### config.mk
export PLATFORM = sky130hd
export DESIGN_NAME = audio_input_word_monitor
export DESIGN_NICKNAME = d
export VERILOG_FILES = /design/src/rtl/chan_monitor.v /design/src/rtl/audio_input_word_monitor.v
export VERILOG_INCLUDE_DIRS = /design/src /design/src/rtl
export SDC_FILE = /design/constraint.sdc
export NUM_CORES = 2
export LEC_CHECK = 0
export ABC_AREA = 1
export BUFFER_PORTS_ARGS = -buffer_cell sky130_fd_sc_hd__buf_2
export CAP_MARGIN = 20
export CORE_MARGIN = 2
export CORE_UTILIZATION = 26
export CTS_BUF_LIST = sky130_fd_sc_hd__clkbuf_8 sky130_fd_sc_hd__clkbuf_16
export DETAILED_ROUTE_END_ITERATION = 6
export PLACE_DENSITY = 0.49
export SLEW_MARGIN = 20
export SYNTH_ARGS = -nofsm -noshare
export SYNTH_HDL_FRONTEND = slang
export SYNTH_HIERARCHICAL = 1
export SYNTH_SLANG_ARGS = --single-unit
### constraint.sdc
create_clock -name i_clk -period 9.5 [get_ports i_clk]
set_clock_uncertainty 0.2 [all_clocks]
set_input_delay 0.95 -clock i_clk [delete_from_list [all_inputs] [get_ports i_clk]]
set_output_delay 0.95 -clock i_clk [all_outputs]
set_load 0.05 [all_outputs]
### src/rtl/audio_mon_defs.vh
// Purpose: shared constants of the audio input word monitor
// Assumes: included by bare name from the design files
// Notes: offsets are byte addresses on a 32-bit AXI4-Lite bus
`ifndef AUDIO_MON_DEFS_VH
`define AUDIO_MON_DEFS_VH

// ----------------------------------------
// register offsets
// ----------------------------------------
`define REG_CTRL 8'h00
`define REG_TX_LEN 8'h04
`define REG_RATE_REF 8'h08
`define REG_QUAL_THR 8'h0C
`define REG_FLAGS 8'h10
`define REG_SCALE 8'h14
`define REG_PEAK_A 8'h18
`define REG_PEAK_B 8'h1C
`define REG_BITS_A 8'h20
`define REG_BITS_B 8'h24

// ----------------------------------------
// control field positions
// ----------------------------------------
`define CTRL_LEN_LSB 0
`define CTRL_LAW_LSB 5
`define CTRL_DEEMPH_LSB 7
`define CTRL_SCALE_LSB 10
`define CTRL_PEAK_LSB 12
`define CTRL_VIEW_BIT 14
`define CTRL_TRIG_LSB 15

// ----------------------------------------
// encodings and limits
// ----------------------------------------
`define LEN_MIN 5'h08
`define LEN_MAX 5'h18
`define AUX_LIMIT 5'h14
`define LAW_LINEAR 2'h0
`define LAW_MU 2'h1
`define LAW_A 2'h2
`define DEEMPH_LAST 3'h4
`define SRC_TX 2'h0
`define SRC_MEAS 2'h1
`define SRC_STATUS 2'h2
`define SRC_USER 2'h3
`define PEAK_POS 2'h0
`define PEAK_NEG 2'h1
`define PEAK_ABS 2'h2
`define PEAK_HALF 2'h3
`define RATE_MIN 18'h07080
`define RATE_MAX 18'h34BC0

// ----------------------------------------
// reset values
// ----------------------------------------
`define RST_LEN 5'h18
`define RST_RATE_REF 18'h0BB80
`define RST_QUAL_THR 8'h30

// ----------------------------------------
// timing
// ----------------------------------------
`define INTERVAL_MS 250
`define CLK_MHZ 250
`define INTERVAL_CYCLES (`INTERVAL_MS * `CLK_MHZ * 1000)

`endif

### src/rtl/chan_monitor.v
// Purpose: per-channel peak monitor and data bit view
// Assumes: i_tick pulses once per measurement interval
// Notes: results update only at the tick
`timescale 1ns/1ns
`default_nettype none
`include "audio_mon_defs.vh"

module chan_monitor #(
  parameter WIDTH = 24
) (
  input wire i_clk,
  input wire i_rst,
  input wire i_valid,
  input wire [WIDTH-1:0] i_sample,
  input wire i_tick,
  input wire [1:0] i_mode,
  input wire i_view_act,
  output reg [WIDTH-1:0] o_peak,
  output reg [WIDTH-1:0] o_bits
);

  reg signed [WIDTH-1:0] hi;
  reg signed [WIDTH-1:0] lo;
  reg seen;
  reg [WIDTH-1:0] last;
  reg [WIDTH-1:0] toggles;
  wire signed [WIDTH:0] span;
  wire [WIDTH-1:0] mag_hi;
  wire [WIDTH-1:0] mag_lo;
  reg [WIDTH-1:0] next_peak;

  assign span = {hi[WIDTH-1], hi} - {lo[WIDTH-1], lo};
  assign mag_hi = hi[WIDTH-1] ? {WIDTH{1'b0}} : hi;
  // most negative code has no positive twin, so it saturates
  assign mag_lo = (lo == {1'b1, {(WIDTH-1){1'b0}}}) ? {1'b0, {(WIDTH-1){1'b1}}} :
                  (lo[WIDTH-1] ? {WIDTH{1'b0}} - lo : lo);

  always @* begin
    case (i_mode)
      `PEAK_POS: next_peak = hi;
      `PEAK_NEG: next_peak = lo;
      `PEAK_ABS: next_peak = (mag_hi > mag_lo) ? mag_hi : mag_lo;
      `PEAK_HALF: next_peak = span[WIDTH:1];
      default: next_peak = hi;
    endcase
  end

  always @(posedge i_clk or posedge i_rst) begin
    if (i_rst) begin
      hi <= {WIDTH{1'b0}};
      lo <= {WIDTH{1'b0}};
      seen <= 1'b0;
      last <= {WIDTH{1'b0}};
      toggles <= {WIDTH{1'b0}};
      o_peak <= {WIDTH{1'b0}};
      o_bits <= {WIDTH{1'b0}};
    end else begin
      if (i_tick) begin
        o_peak <= seen ? next_peak : {WIDTH{1'b0}};
        o_bits <= i_view_act ? toggles : last;
        seen <= i_valid;
        toggles <= i_valid ? (i_sample ^ last) : {WIDTH{1'b0}};
        if (i_valid) begin
          hi <= i_sample;
          lo <= i_sample;
        end
      end else if (i_valid) begin
        seen <= 1'b1;
        toggles <= toggles | (i_sample ^ last);
        if (!seen || $signed(i_sample) > hi)
          hi <= i_sample;
        if (!seen || $signed(i_sample) < lo)
          lo <= i_sample;
      end
      if (i_valid)
        last <= i_sample;
    end
  end

endmodule // chan_monitor
`default_nettype wire

### src/rtl/audio_input_word_monitor.v
// Purpose: receive word processing, peak and bit monitors, error flags
// Assumes: subframe decoder on i_clk feeds 32 time slots per subframe
// Notes: de-emphasis filter lies downstream, driven by o_deemph_sel
`timescale 1ns/1ns
`default_nettype none
`include "audio_mon_defs.vh"

module audio_input_word_monitor #(
  parameter INTERVAL_CYCLES = `INTERVAL_CYCLES,
  parameter RATE_W = 18
) (
  input wire i_clk,
  input wire i_rst,
  input wire [7:0] i_awaddr,
  input wire i_awvalid,
  output wire o_awready,
  input wire [31:0] i_wdata,
  input wire [3:0] i_wstrb,
  input wire i_wvalid,
  output wire o_wready,
  output reg [1:0] o_bresp,
  output reg o_bvalid,
  input wire i_bready,
  input wire [7:0] i_araddr,
  input wire i_arvalid,
  output wire o_arready,
  output reg [31:0] o_rdata,
  output reg [1:0] o_rresp,
  output reg o_rvalid,
  input wire i_rready,
  input wire i_sub_valid,
  input wire i_sub_chan,
  input wire [31:0] i_sub_bits,
  input wire [4:0] i_in_len,
  input wire i_coding_err,
  input wire i_pre_valid,
  input wire [7:0] i_pre_amp_long,
  input wire [7:0] i_pre_amp_short,
  input wire i_pll_locked,
  input wire [RATE_W-1:0] i_tx_rate,
  input wire [RATE_W-1:0] i_meas_rate,
  input wire [RATE_W-1:0] i_status_rate,
  output reg [23:0] o_sample,
  output reg o_sample_valid,
  output reg o_sample_chan,
  output wire [2:0] o_deemph_sel,
  output reg [RATE_W-1:0] o_scale_rate,
  output wire [4:0] o_tx_word_len,
  output wire [3:0] o_err_flags,
  output reg o_chan_a_validity_flag,
  output reg o_chan_b_validity_flag,
  output reg o_trigger
);

  // ----------------------------------------
  // registers
  // ----------------------------------------
  reg [4:0] rx_len;
  reg [4:0] tx_len;
  reg [1:0] law;
  reg [2:0] deemph;
  reg [1:0] scale_sel;
  reg [1:0] peak_mode;
  reg view_act;
  reg [3:0] trig_mask;
  reg [RATE_W-1:0] rate_ref;
  reg [7:0] qual_thr;
  reg flag_qual;
  reg flag_lock;
  reg flag_coding;
  reg flag_parity;
  reg [3:0] flags_prev;
  reg lock_meta;
  reg lock_sync;
  reg [31:0] interval_cnt;
  reg tick;
  wire [23:0] peak [0:1];
  wire [23:0] bits [0:1];

  // ----------------------------------------
  // axi4-lite write channel
  // ----------------------------------------
  reg aw_hold;
  reg w_hold;
  reg [7:0] aw_addr;
  reg [31:0] w_data;
  reg [3:0] w_strb;
  wire wr_fire;
  wire [31:0] ctrl_word;
  wire [31:0] wr_ctrl;
  wire [31:0] wr_tx;
  wire [31:0] wr_rate;
  wire [31:0] wr_thr;
  wire wr_known;

  function [31:0] merge;
    input [31:0] old;
    input [31:0] din;
    input [3:0] strb;
    integer k;
    begin
      merge = old;
      for (k = 0; k < 4; k = k + 1)
        if (strb[k])
          merge[k*8 +: 8] = din[k*8 +: 8];
    end
  endfunction

  assign o_awready = !aw_hold && !o_bvalid;
  assign o_wready = !w_hold && !o_bvalid;
  assign wr_fire = aw_hold && w_hold && !o_bvalid;
  assign ctrl_word = {13'h0000, trig_mask, view_act, peak_mode, scale_sel,
                      deemph, law, rx_len};
  assign wr_ctrl = merge(ctrl_word, w_data, w_strb);
  assign wr_tx = merge({27'h0000000, tx_len}, w_data, w_strb);
  assign wr_rate = merge({14'h0000, rate_ref}, w_data, w_strb);
  assign wr_thr = merge({24'h000000, qual_thr}, w_data, w_strb);
  assign wr_known = (aw_addr == `REG_CTRL) || (aw_addr == `REG_TX_LEN) ||
                    (aw_addr == `REG_RATE_REF) || (aw_addr == `REG_QUAL_THR);

  always @(posedge i_clk or posedge i_rst) begin
    if (i_rst) begin
      aw_hold <= 1'b0;
      w_hold <= 1'b0;
      aw_addr <= 8'h00;
      w_data <= 32'h00000000;
      w_strb <= 4'h0;
      o_bvalid <= 1'b0;
      o_bresp <= 2'h0;
    end else begin
      if (i_awvalid && o_awready) begin
        aw_hold <= 1'b1;
        aw_addr <= i_awaddr;
      end
      if (i_wvalid && o_wready) begin
        w_hold <= 1'b1;
        w_data <= i_wdata;
        w_strb <= i_wstrb;
      end
      if (wr_fire) begin
        aw_hold <= 1'b0;
        w_hold <= 1'b0;
        o_bvalid <= 1'b1;
        o_bresp <= wr_known ? 2'h0 : 2'h2;
      end else if (o_bvalid && i_bready) begin
        o_bvalid <= 1'b0;
      end
    end
  end

  always @(posedge i_clk or posedge i_rst) begin
    if (i_rst) begin
      rx_len <= `RST_LEN;
      tx_len <= `RST_LEN;
      law <= `LAW_LINEAR;
      deemph <= 3'h0;
      scale_sel <= `SRC_MEAS;
      peak_mode <= `PEAK_POS;
      view_act <= 1'b0;
      trig_mask <= 4'h0;
      rate_ref <= `RST_RATE_REF;
      qual_thr <= `RST_QUAL_THR;
    end else if (wr_fire) begin
      case (aw_addr)
        `REG_CTRL: begin
          if (wr_ctrl[`CTRL_LEN_LSB +: 5] >= `LEN_MIN &&
              wr_ctrl[`CTRL_LEN_LSB +: 5] <= `LEN_MAX)
            rx_len <= wr_ctrl[`CTRL_LEN_LSB +: 5];
          if (wr_ctrl[`CTRL_LAW_LSB +: 2] != 2'h3)
            law <= wr_ctrl[`CTRL_LAW_LSB +: 2];
          if (wr_ctrl[`CTRL_DEEMPH_LSB +: 3] <= `DEEMPH_LAST)
            deemph <= wr_ctrl[`CTRL_DEEMPH_LSB +: 3];
          scale_sel <= wr_ctrl[`CTRL_SCALE_LSB +: 2];
          peak_mode <= wr_ctrl[`CTRL_PEAK_LSB +: 2];
          view_act <= wr_ctrl[`CTRL_VIEW_BIT];
          trig_mask <= wr_ctrl[`CTRL_TRIG_LSB +: 4];
        end
        `REG_TX_LEN: begin
          if (wr_tx[4:0] >= `LEN_MIN && wr_tx[4:0] <= `LEN_MAX)
            tx_len <= wr_tx[4:0];
        end
        `REG_RATE_REF: begin
          if (wr_rate[31:RATE_W] == 0 && wr_rate[RATE_W-1:0] >= `RATE_MIN &&
              wr_rate[RATE_W-1:0] <= `RATE_MAX)
            rate_ref <= wr_rate[RATE_W-1:0];
        end
        `REG_QUAL_THR: qual_thr <= wr_thr[7:0];
        default: qual_thr <= qual_thr;
      endcase
    end
  end

  assign o_tx_word_len = tx_len;
  assign o_deemph_sel = deemph;

  // ----------------------------------------
  // axi4-lite read channel
  // ----------------------------------------
  reg [31:0] next_rdata;
  reg next_rok;

  assign o_arready = !o_rvalid;

  always @* begin
    next_rok = 1'b1;
    case (i_araddr)
      `REG_CTRL: next_rdata = ctrl_word;
      `REG_TX_LEN: next_rdata = {27'h0000000, tx_len};
      `REG_RATE_REF: next_rdata = {14'h0000, rate_ref};
      `REG_QUAL_THR: next_rdata = {24'h000000, qual_thr};
      `REG_FLAGS: next_rdata = {26'h0000000, o_chan_b_validity_flag,
                                o_chan_a_validity_flag, o_err_flags};
      `REG_SCALE: next_rdata = {14'h0000, o_scale_rate};
      `REG_PEAK_A: next_rdata = {{8{peak[0][23]}}, peak[0]};
      `REG_PEAK_B: next_rdata = {{8{peak[1][23]}}, peak[1]};
      // bit 24 sits at bit 23
      `REG_BITS_A: next_rdata = {8'h00, bits[0]};
      `REG_BITS_B: next_rdata = {8'h00, bits[1]};
      default: begin
        next_rdata = 32'h00000000;
        next_rok = 1'b0;
      end
    endcase
  end

  always @(posedge i_clk or posedge i_rst) begin
    if (i_rst) begin
      o_rvalid <= 1'b0;
      o_rdata <= 32'h00000000;
      o_rresp <= 2'h0;
    end else if (i_arvalid && o_arready) begin
      o_rvalid <= 1'b1;
      o_rdata <= next_rdata;
      o_rresp <= next_rok ? 2'h0 : 2'h2;
    end else if (o_rvalid && i_rready) begin
      o_rvalid <= 1'b0;
    end
  end

  // ----------------------------------------
  // word processing
  // ----------------------------------------
  // companded code rides in the top byte of the audio slots
  function [15:0] mu_expand;
    input [7:0] code;
    reg [7:0] c;
    reg [15:0] mag;
    begin
      c = ~code;
      mag = (({8'h00, 1'b0, c[3:0], 3'h0} + 16'h0084) << c[6:4]) - 16'h0084;
      mu_expand = c[7] ? 16'h0000 - mag : mag;
    end
  endfunction

  function [15:0] a_expand;
    input [7:0] code;
    reg [7:0] c;
    reg [15:0] mag;
    begin
      c = code ^ 8'h55;
      mag = {8'h00, c[3:0], 4'h8};
      if (c[6:4] != 3'h0)
        mag = (mag + 16'h0100) << (c[6:4] - 3'h1);
      a_expand = c[7] ? mag : 16'h0000 - mag;
    end
  endfunction

  wire [23:0] raw_word;
  wire [23:0] len_mask;
  reg [23:0] next_word;

  assign raw_word = i_sub_bits[27:4];
  assign len_mask = ~((24'h000001 << (`LEN_MAX - rx_len)) - 24'h000001);

  always @* begin
    case (law)
      `LAW_MU: next_word = {mu_expand(raw_word[23:16]), 8'h00};
      `LAW_A: next_word = {a_expand(raw_word[23:16]), 8'h00};
      default: begin
        if (rx_len >= i_in_len && rx_len > `AUX_LIMIT)
          next_word = raw_word;
        else
          next_word = raw_word & len_mask;
      end
    endcase
  end

  always @(posedge i_clk or posedge i_rst) begin
    if (i_rst) begin
      o_sample <= 24'h000000;
      o_sample_valid <= 1'b0;
      o_sample_chan <= 1'b0;
    end else begin
      o_sample_valid <= i_sub_valid;
      if (i_sub_valid) begin
        o_sample <= next_word;
        o_sample_chan <= i_sub_chan;
      end
    end
  end

  // ----------------------------------------
  // interval timer and monitors
  // ----------------------------------------
  always @(posedge i_clk or posedge i_rst) begin
    if (i_rst) begin
      interval_cnt <= 32'h00000000;
      tick <= 1'b0;
    end else begin
      tick <= (interval_cnt == INTERVAL_CYCLES - 1);
      if (interval_cnt == INTERVAL_CYCLES - 1)
        interval_cnt <= 32'h00000000;
      else
        interval_cnt <= interval_cnt + 32'h00000001;
    end
  end

  genvar ch;
  generate
    for (ch = 0; ch < 2; ch = ch + 1) begin : g_chan
      chan_monitor #(
        .WIDTH(24)
      ) u_mon (
        .i_clk(i_clk),
        .i_rst(i_rst),
        .i_valid(o_sample_valid && (o_sample_chan == ch)),
        .i_sample(o_sample),
        .i_tick(tick),
        .i_mode(peak_mode),
        .i_view_act(view_act),
        .o_peak(peak[ch]),
        .o_bits(bits[ch])
      );
    end
  endgenerate

  // ----------------------------------------
  // frequency reference
  // ----------------------------------------
  always @(posedge i_clk or posedge i_rst) begin
    if (i_rst) begin
      o_scale_rate <= `RST_RATE_REF;
    end else begin
      case (scale_sel)
        `SRC_TX: o_scale_rate <= i_tx_rate;
        `SRC_MEAS: o_scale_rate <= i_meas_rate;
        `SRC_STATUS: o_scale_rate <= i_status_rate;
        default: o_scale_rate <= rate_ref;
      endcase
    end
  end

  // ----------------------------------------
  // error and validity flags
  // ----------------------------------------
  wire [15:0] long_scaled;
  wire [15:0] short_scaled;

  assign long_scaled = {4'h0, i_pre_amp_long, 4'h0};
  assign short_scaled = i_pre_amp_short * qual_thr;
  assign o_err_flags = {flag_parity, flag_coding, flag_lock, flag_qual};

  // lock comes straight from the loop pin, so it is synchronised
  always @(posedge i_clk or posedge i_rst) begin
    if (i_rst) begin
      lock_meta <= 1'b0;
      lock_sync <= 1'b0;
    end else begin
      lock_meta <= i_pll_locked;
      lock_sync <= lock_meta;
    end
  end

  always @(posedge i_clk or posedge i_rst) begin
    if (i_rst) begin
      flag_qual <= 1'b0;
      flag_lock <= 1'b1;
      flag_coding <= 1'b0;
      flag_parity <= 1'b0;
      o_chan_a_validity_flag <= 1'b0;
      o_chan_b_validity_flag <= 1'b0;
      flags_prev <= 4'h2;
      o_trigger <= 1'b0;
    end else begin
      // long over short times 16 beyond threshold
      if (i_pre_valid)
        flag_qual <= long_scaled > short_scaled;
      flag_lock <= !lock_sync;
      // violation held one interval, new error beats clear
      if (i_coding_err)
        flag_coding <= 1'b1;
      else if (tick)
        flag_coding <= 1'b0;
      // even parity over slots 4 to 31
      if (i_sub_valid && (^i_sub_bits[31:4]))
        flag_parity <= 1'b1;
      else if (tick)
        flag_parity <= 1'b0;
      if (i_sub_valid && !i_sub_chan)
        o_chan_a_validity_flag <= i_sub_bits[28];
      if (i_sub_valid && i_sub_chan)
        o_chan_b_validity_flag <= i_sub_bits[28];
      flags_prev <= o_err_flags;
      o_trigger <= |(o_err_flags & ~flags_prev & trig_mask);
    end
  end

endmodule // audio_input_word_monitor
`default_nettype wire

==> impl_metrics.csv <==
group,metric,value,unit
cells_and_area,syn2layout_area_growth,15.0,%
floorplan,io_pins,271,
cells_and_area,multiInputGateArea,0.0213,sq mm
placed_design,place_congestion,0.934,
yosys,synth-seq-cells,505,
yosys,synth-async-reset-ratio,100,%
sta,setup_ws,4.30,ns
yosys,synthTopCellsByCount,"1595 x nand2_1, 593 x inv_1, 482 x dfrtp_1, 366 x nor2_1, 346 x nand3_1",
detailed_routing,drt_first_pass_iters,6,
clocking,cts_resized,0,
status,status,"finished clean",
critical_path,critPathBufInv,6,
clocking,postCtsSetupRepairBufs,0,
clocking,htreeDepth,3,
critical_path,path_cells,"nand2_1 > fa_1 > fa_1 > inv_1 > fa_1 > inv_1 > fa_1 > inv_1 > ha_1 > inv_1 > nor3_1 > a21oi_1 > xor2_1 > ha_1 > nand2_1 > inv_1 > nand3_1 > inv_1 > nand2_1 > nand3_1 > nand3_1 > a21oi_1 > nand4_1 > o21ai_0",
grt,grt_max_degree,97,
detailed_routing,initialDrtViolationCount,2600,
critical_path,critPathArrivalTime,5.59,ns
cells_and_area,finalNetCount,5878,
min_path,hp-class,"reg -> reg",
power_and_ir_drop,p_leak,22.3,nW
clocking,clkTransAtPathRegs,0.06,ns
placed_design,port_buffers,264,
critical_path,worstSetupPathType,"reg -> reg",
clocking,clockBufferDepth,3,
critical_path,ff2ff_setup_slack,4.30,ns
floorplan,rows,139,
critical_path,cp_common_cell,"inv_1",
floorplan,die_x,383,um
critical_path,critical_path.startpoint_type,"flop",
sta,timing.fmax,0.192,GHz
yosys,syn_area,0.0374,sq mm
sta,whs,0.147,ns
floorplan,die_h,383,um
clocking,cts_hold_buf,0,
critical_path,cp-end-kind,"flop",
cells_and_area,seqCellArea,0.0127,sq mm
critical_path,required,9.89,ns
critical_path,cp_slowest_cell,"dfrtp_1",
clocking,clock_sinks,505,
yosys,ys_types,78,
sta,hold_viol_final,0,
yosys,yosys.cell_count.top_type,"nand2_1",
detailed_routing,drc_errors,0,
clocking,tritoncts,"yes",
placed_design,place_ws,3.74,ns
run,cap_violations,0,
floorplan,start_util,26.1,%
detailed_routing,vias,35898,
cells_and_area,fillers,15675,
detailed_routing,final_antenna_net_count,0,
clocking,clkLatencyLatePin,0.68,ns
yosys,synth_flop_cell,"dfrtp_1",
clocking,cts-root-buf,"clkbuf_16",
critical_path,slowest_delay,0.60,ns
yosys,synth_top_cell_by_area,"dfrtp_1",
yosys,syn_area_per_cell,7.15,sq um
sta,finalSetupViolCount,0,
sta,worst_slew_pin_slew,1.10,ns
power_and_ir_drop,ir_drop,0.000342,V
sta,finalMaxSlewViolations,0,
sta,rsz0062_at_grt,"false",
critical_path,critPathMaxFanout,10,
detailed_routing,vias_per_cell,4.86,
sta,slew_headroom,26.5,%
grt,grt_pass1_vias,34479,
yosys,synth.top_cell.area_share,32.2,%
cells_and_area,drive_gt1_share,11.5,%
sta,period_minus_slack,5.20,ns
detailed_routing,routedWlPerCell,20.0,um
yosys,ys_seq_area_share,33.9,%
grt,grt_util_all_layers,19.8,%
sta,fin_tns_setup,0,ns
grt,grt_first_pass_wirelength,221000,um
placed_design,place_hpwl,111000,um
cells_and_area,fin_util,30.0,%
floorplan,dieArea,0.147,sq mm
yosys,synthCells,5234,
floorplan,core,0.143,sq mm
grt,antenna_found_initial,4,
critical_path,path_delay_family,"adder cells",
yosys,synthTopCellsByArea,"dfrtp_1 32%, nand2_1 16%, ha_1 8.3%",
detailed_routing,wirelength,148000,um
power_and_ir_drop,power.density,286,mW/mm^2
sta,post-route-period-util,54.8,%
clocking,cts_made_buffers,67,
grt,gr-total-overflow,0,
yosys,ys_warn_count,6,
yosys,synth_edf_count,0,
## state kept, by name, summed over array words and instances, names as in the netlist, 24 cells and up
name	count
g_chan.u_mon/o_bits	48
g_chan.u_mon/o_peak	48
g_chan.u_mon/hi	48
g_chan.u_mon/lo	48
o_rdata	25
o_sample	24
g_chan.u_mon/toggles	48
w_data	32
interval_cnt	32
g_chan.u_mon/last	48
## final cells by class
| type | instances | area share, % |
|---|---|---|
| multi-input cells | 3882 | 49.6 |
| well taps | 1903 | 5.54 |
| clock buffers | 76 | 4.19 |
| flip-flops and latches | 505 | 29.5 |
| diodes | 6 | 0.0349 |
| clock inverters | 44 | 1.36 |
| inverters | 642 | 5.65 |
| repair buffers | 323 | 4.16 |
## per-layer routing
metal,track usage [%],vias up,share of wire (%)
li1,-,17530,-
met1,26.8,17223,45
met2,32.3,942,46
met3,2.64,201,5.4
met4,6.56,2,3.4
met5,0,-,0.0088
## cell usage in the layout, fill, tap and decap left out, types with 19 or more instances in the layout
master / synthesis / layout
nand2_1: 1595 / 1593
inv_1: 593 / 602
dfrtp_1: 482 / 480
nor2_1: 366 / 360
nand3_1: 346 / 346
a21oi_1: 325 / 325
buf_2: 37 / 265
ha_1: 248 / 248
o21ai_0: 235 / 235
nand4_1: 73 / 73
xnor2_1: 73 / 73
o211ai_1: 70 / 70
clkbuf_16: 0 / 67
nor3_1: 58 / 58
buf_4: 26 / 56
o22ai_1: 50 / 50
xor2_1: 41 / 41
inv_2: 37 / 38
fa_1: 38 / 38
nand3b_1: 33 / 33
a221oi_1: 30 / 30
nand2_2: 26 / 28
mux2_2: 24 / 24
nor2_2: 18 / 23
dfstp_2: 23 / 23
a22o_1: 19 / 19
## where the power goes
part           total (W)  internal [W]  switching (W)
registers        0.00277       0.00243       0.000334
clock network    0.00275       0.00161        0.00114
logic            0.00678       0.00226        0.00452
total             0.0123       0.00630        0.00600
## stage by stage
stage | instance area (sq um) | instances | total power (W)
after floorplan | 37400 | 5235 | 0.00793
after global placement | 40500 | 7251 | 0.00950
after detailed placement | 40600 | 7252 | 0.00957
after CTS | 42900 | 7372 | 0.0124
after global routing | 43000 | 7379 | 0.0134
final | 43000 | 7381 | 0.0123
## worst paths after layout
check                                 start           to  cells past startpoint
max in group asynchronous             i_rst         tick                      3
worst max register to register  qual_thr[7]    flag_qual                     24
worst min register to register    lock_meta    lock_sync                      0
min in group asynchronous             i_rst  o_rdata[20]                      2
worst max-delay path            qual_thr[7]    flag_qual                     24
worst min-delay path              lock_meta    lock_sync                      0
## cells by family (layout without fill, tap and decap cells)
| kind of cell | count (synthesis) | count (layout) | share of synthesized area [%] |
|---|---|---|---|
| compound gates | 861 | 861 | 13.5 |
| buf+inv | 848 | 1085 | 9.20 |
| xor+xnor | 114 | 114 | 2.67 |
| simple gates | 2594 | 2594 | 29.7 |
| other cells | 1 | 8 | 0.0100 |
| mux | 25 | 25 | 0.749 |
| flops | 505 | 505 | 33.9 |
| fa+ha+maj | 286 | 286 | 10.3 |
Power figures use the tool's default switching activity.
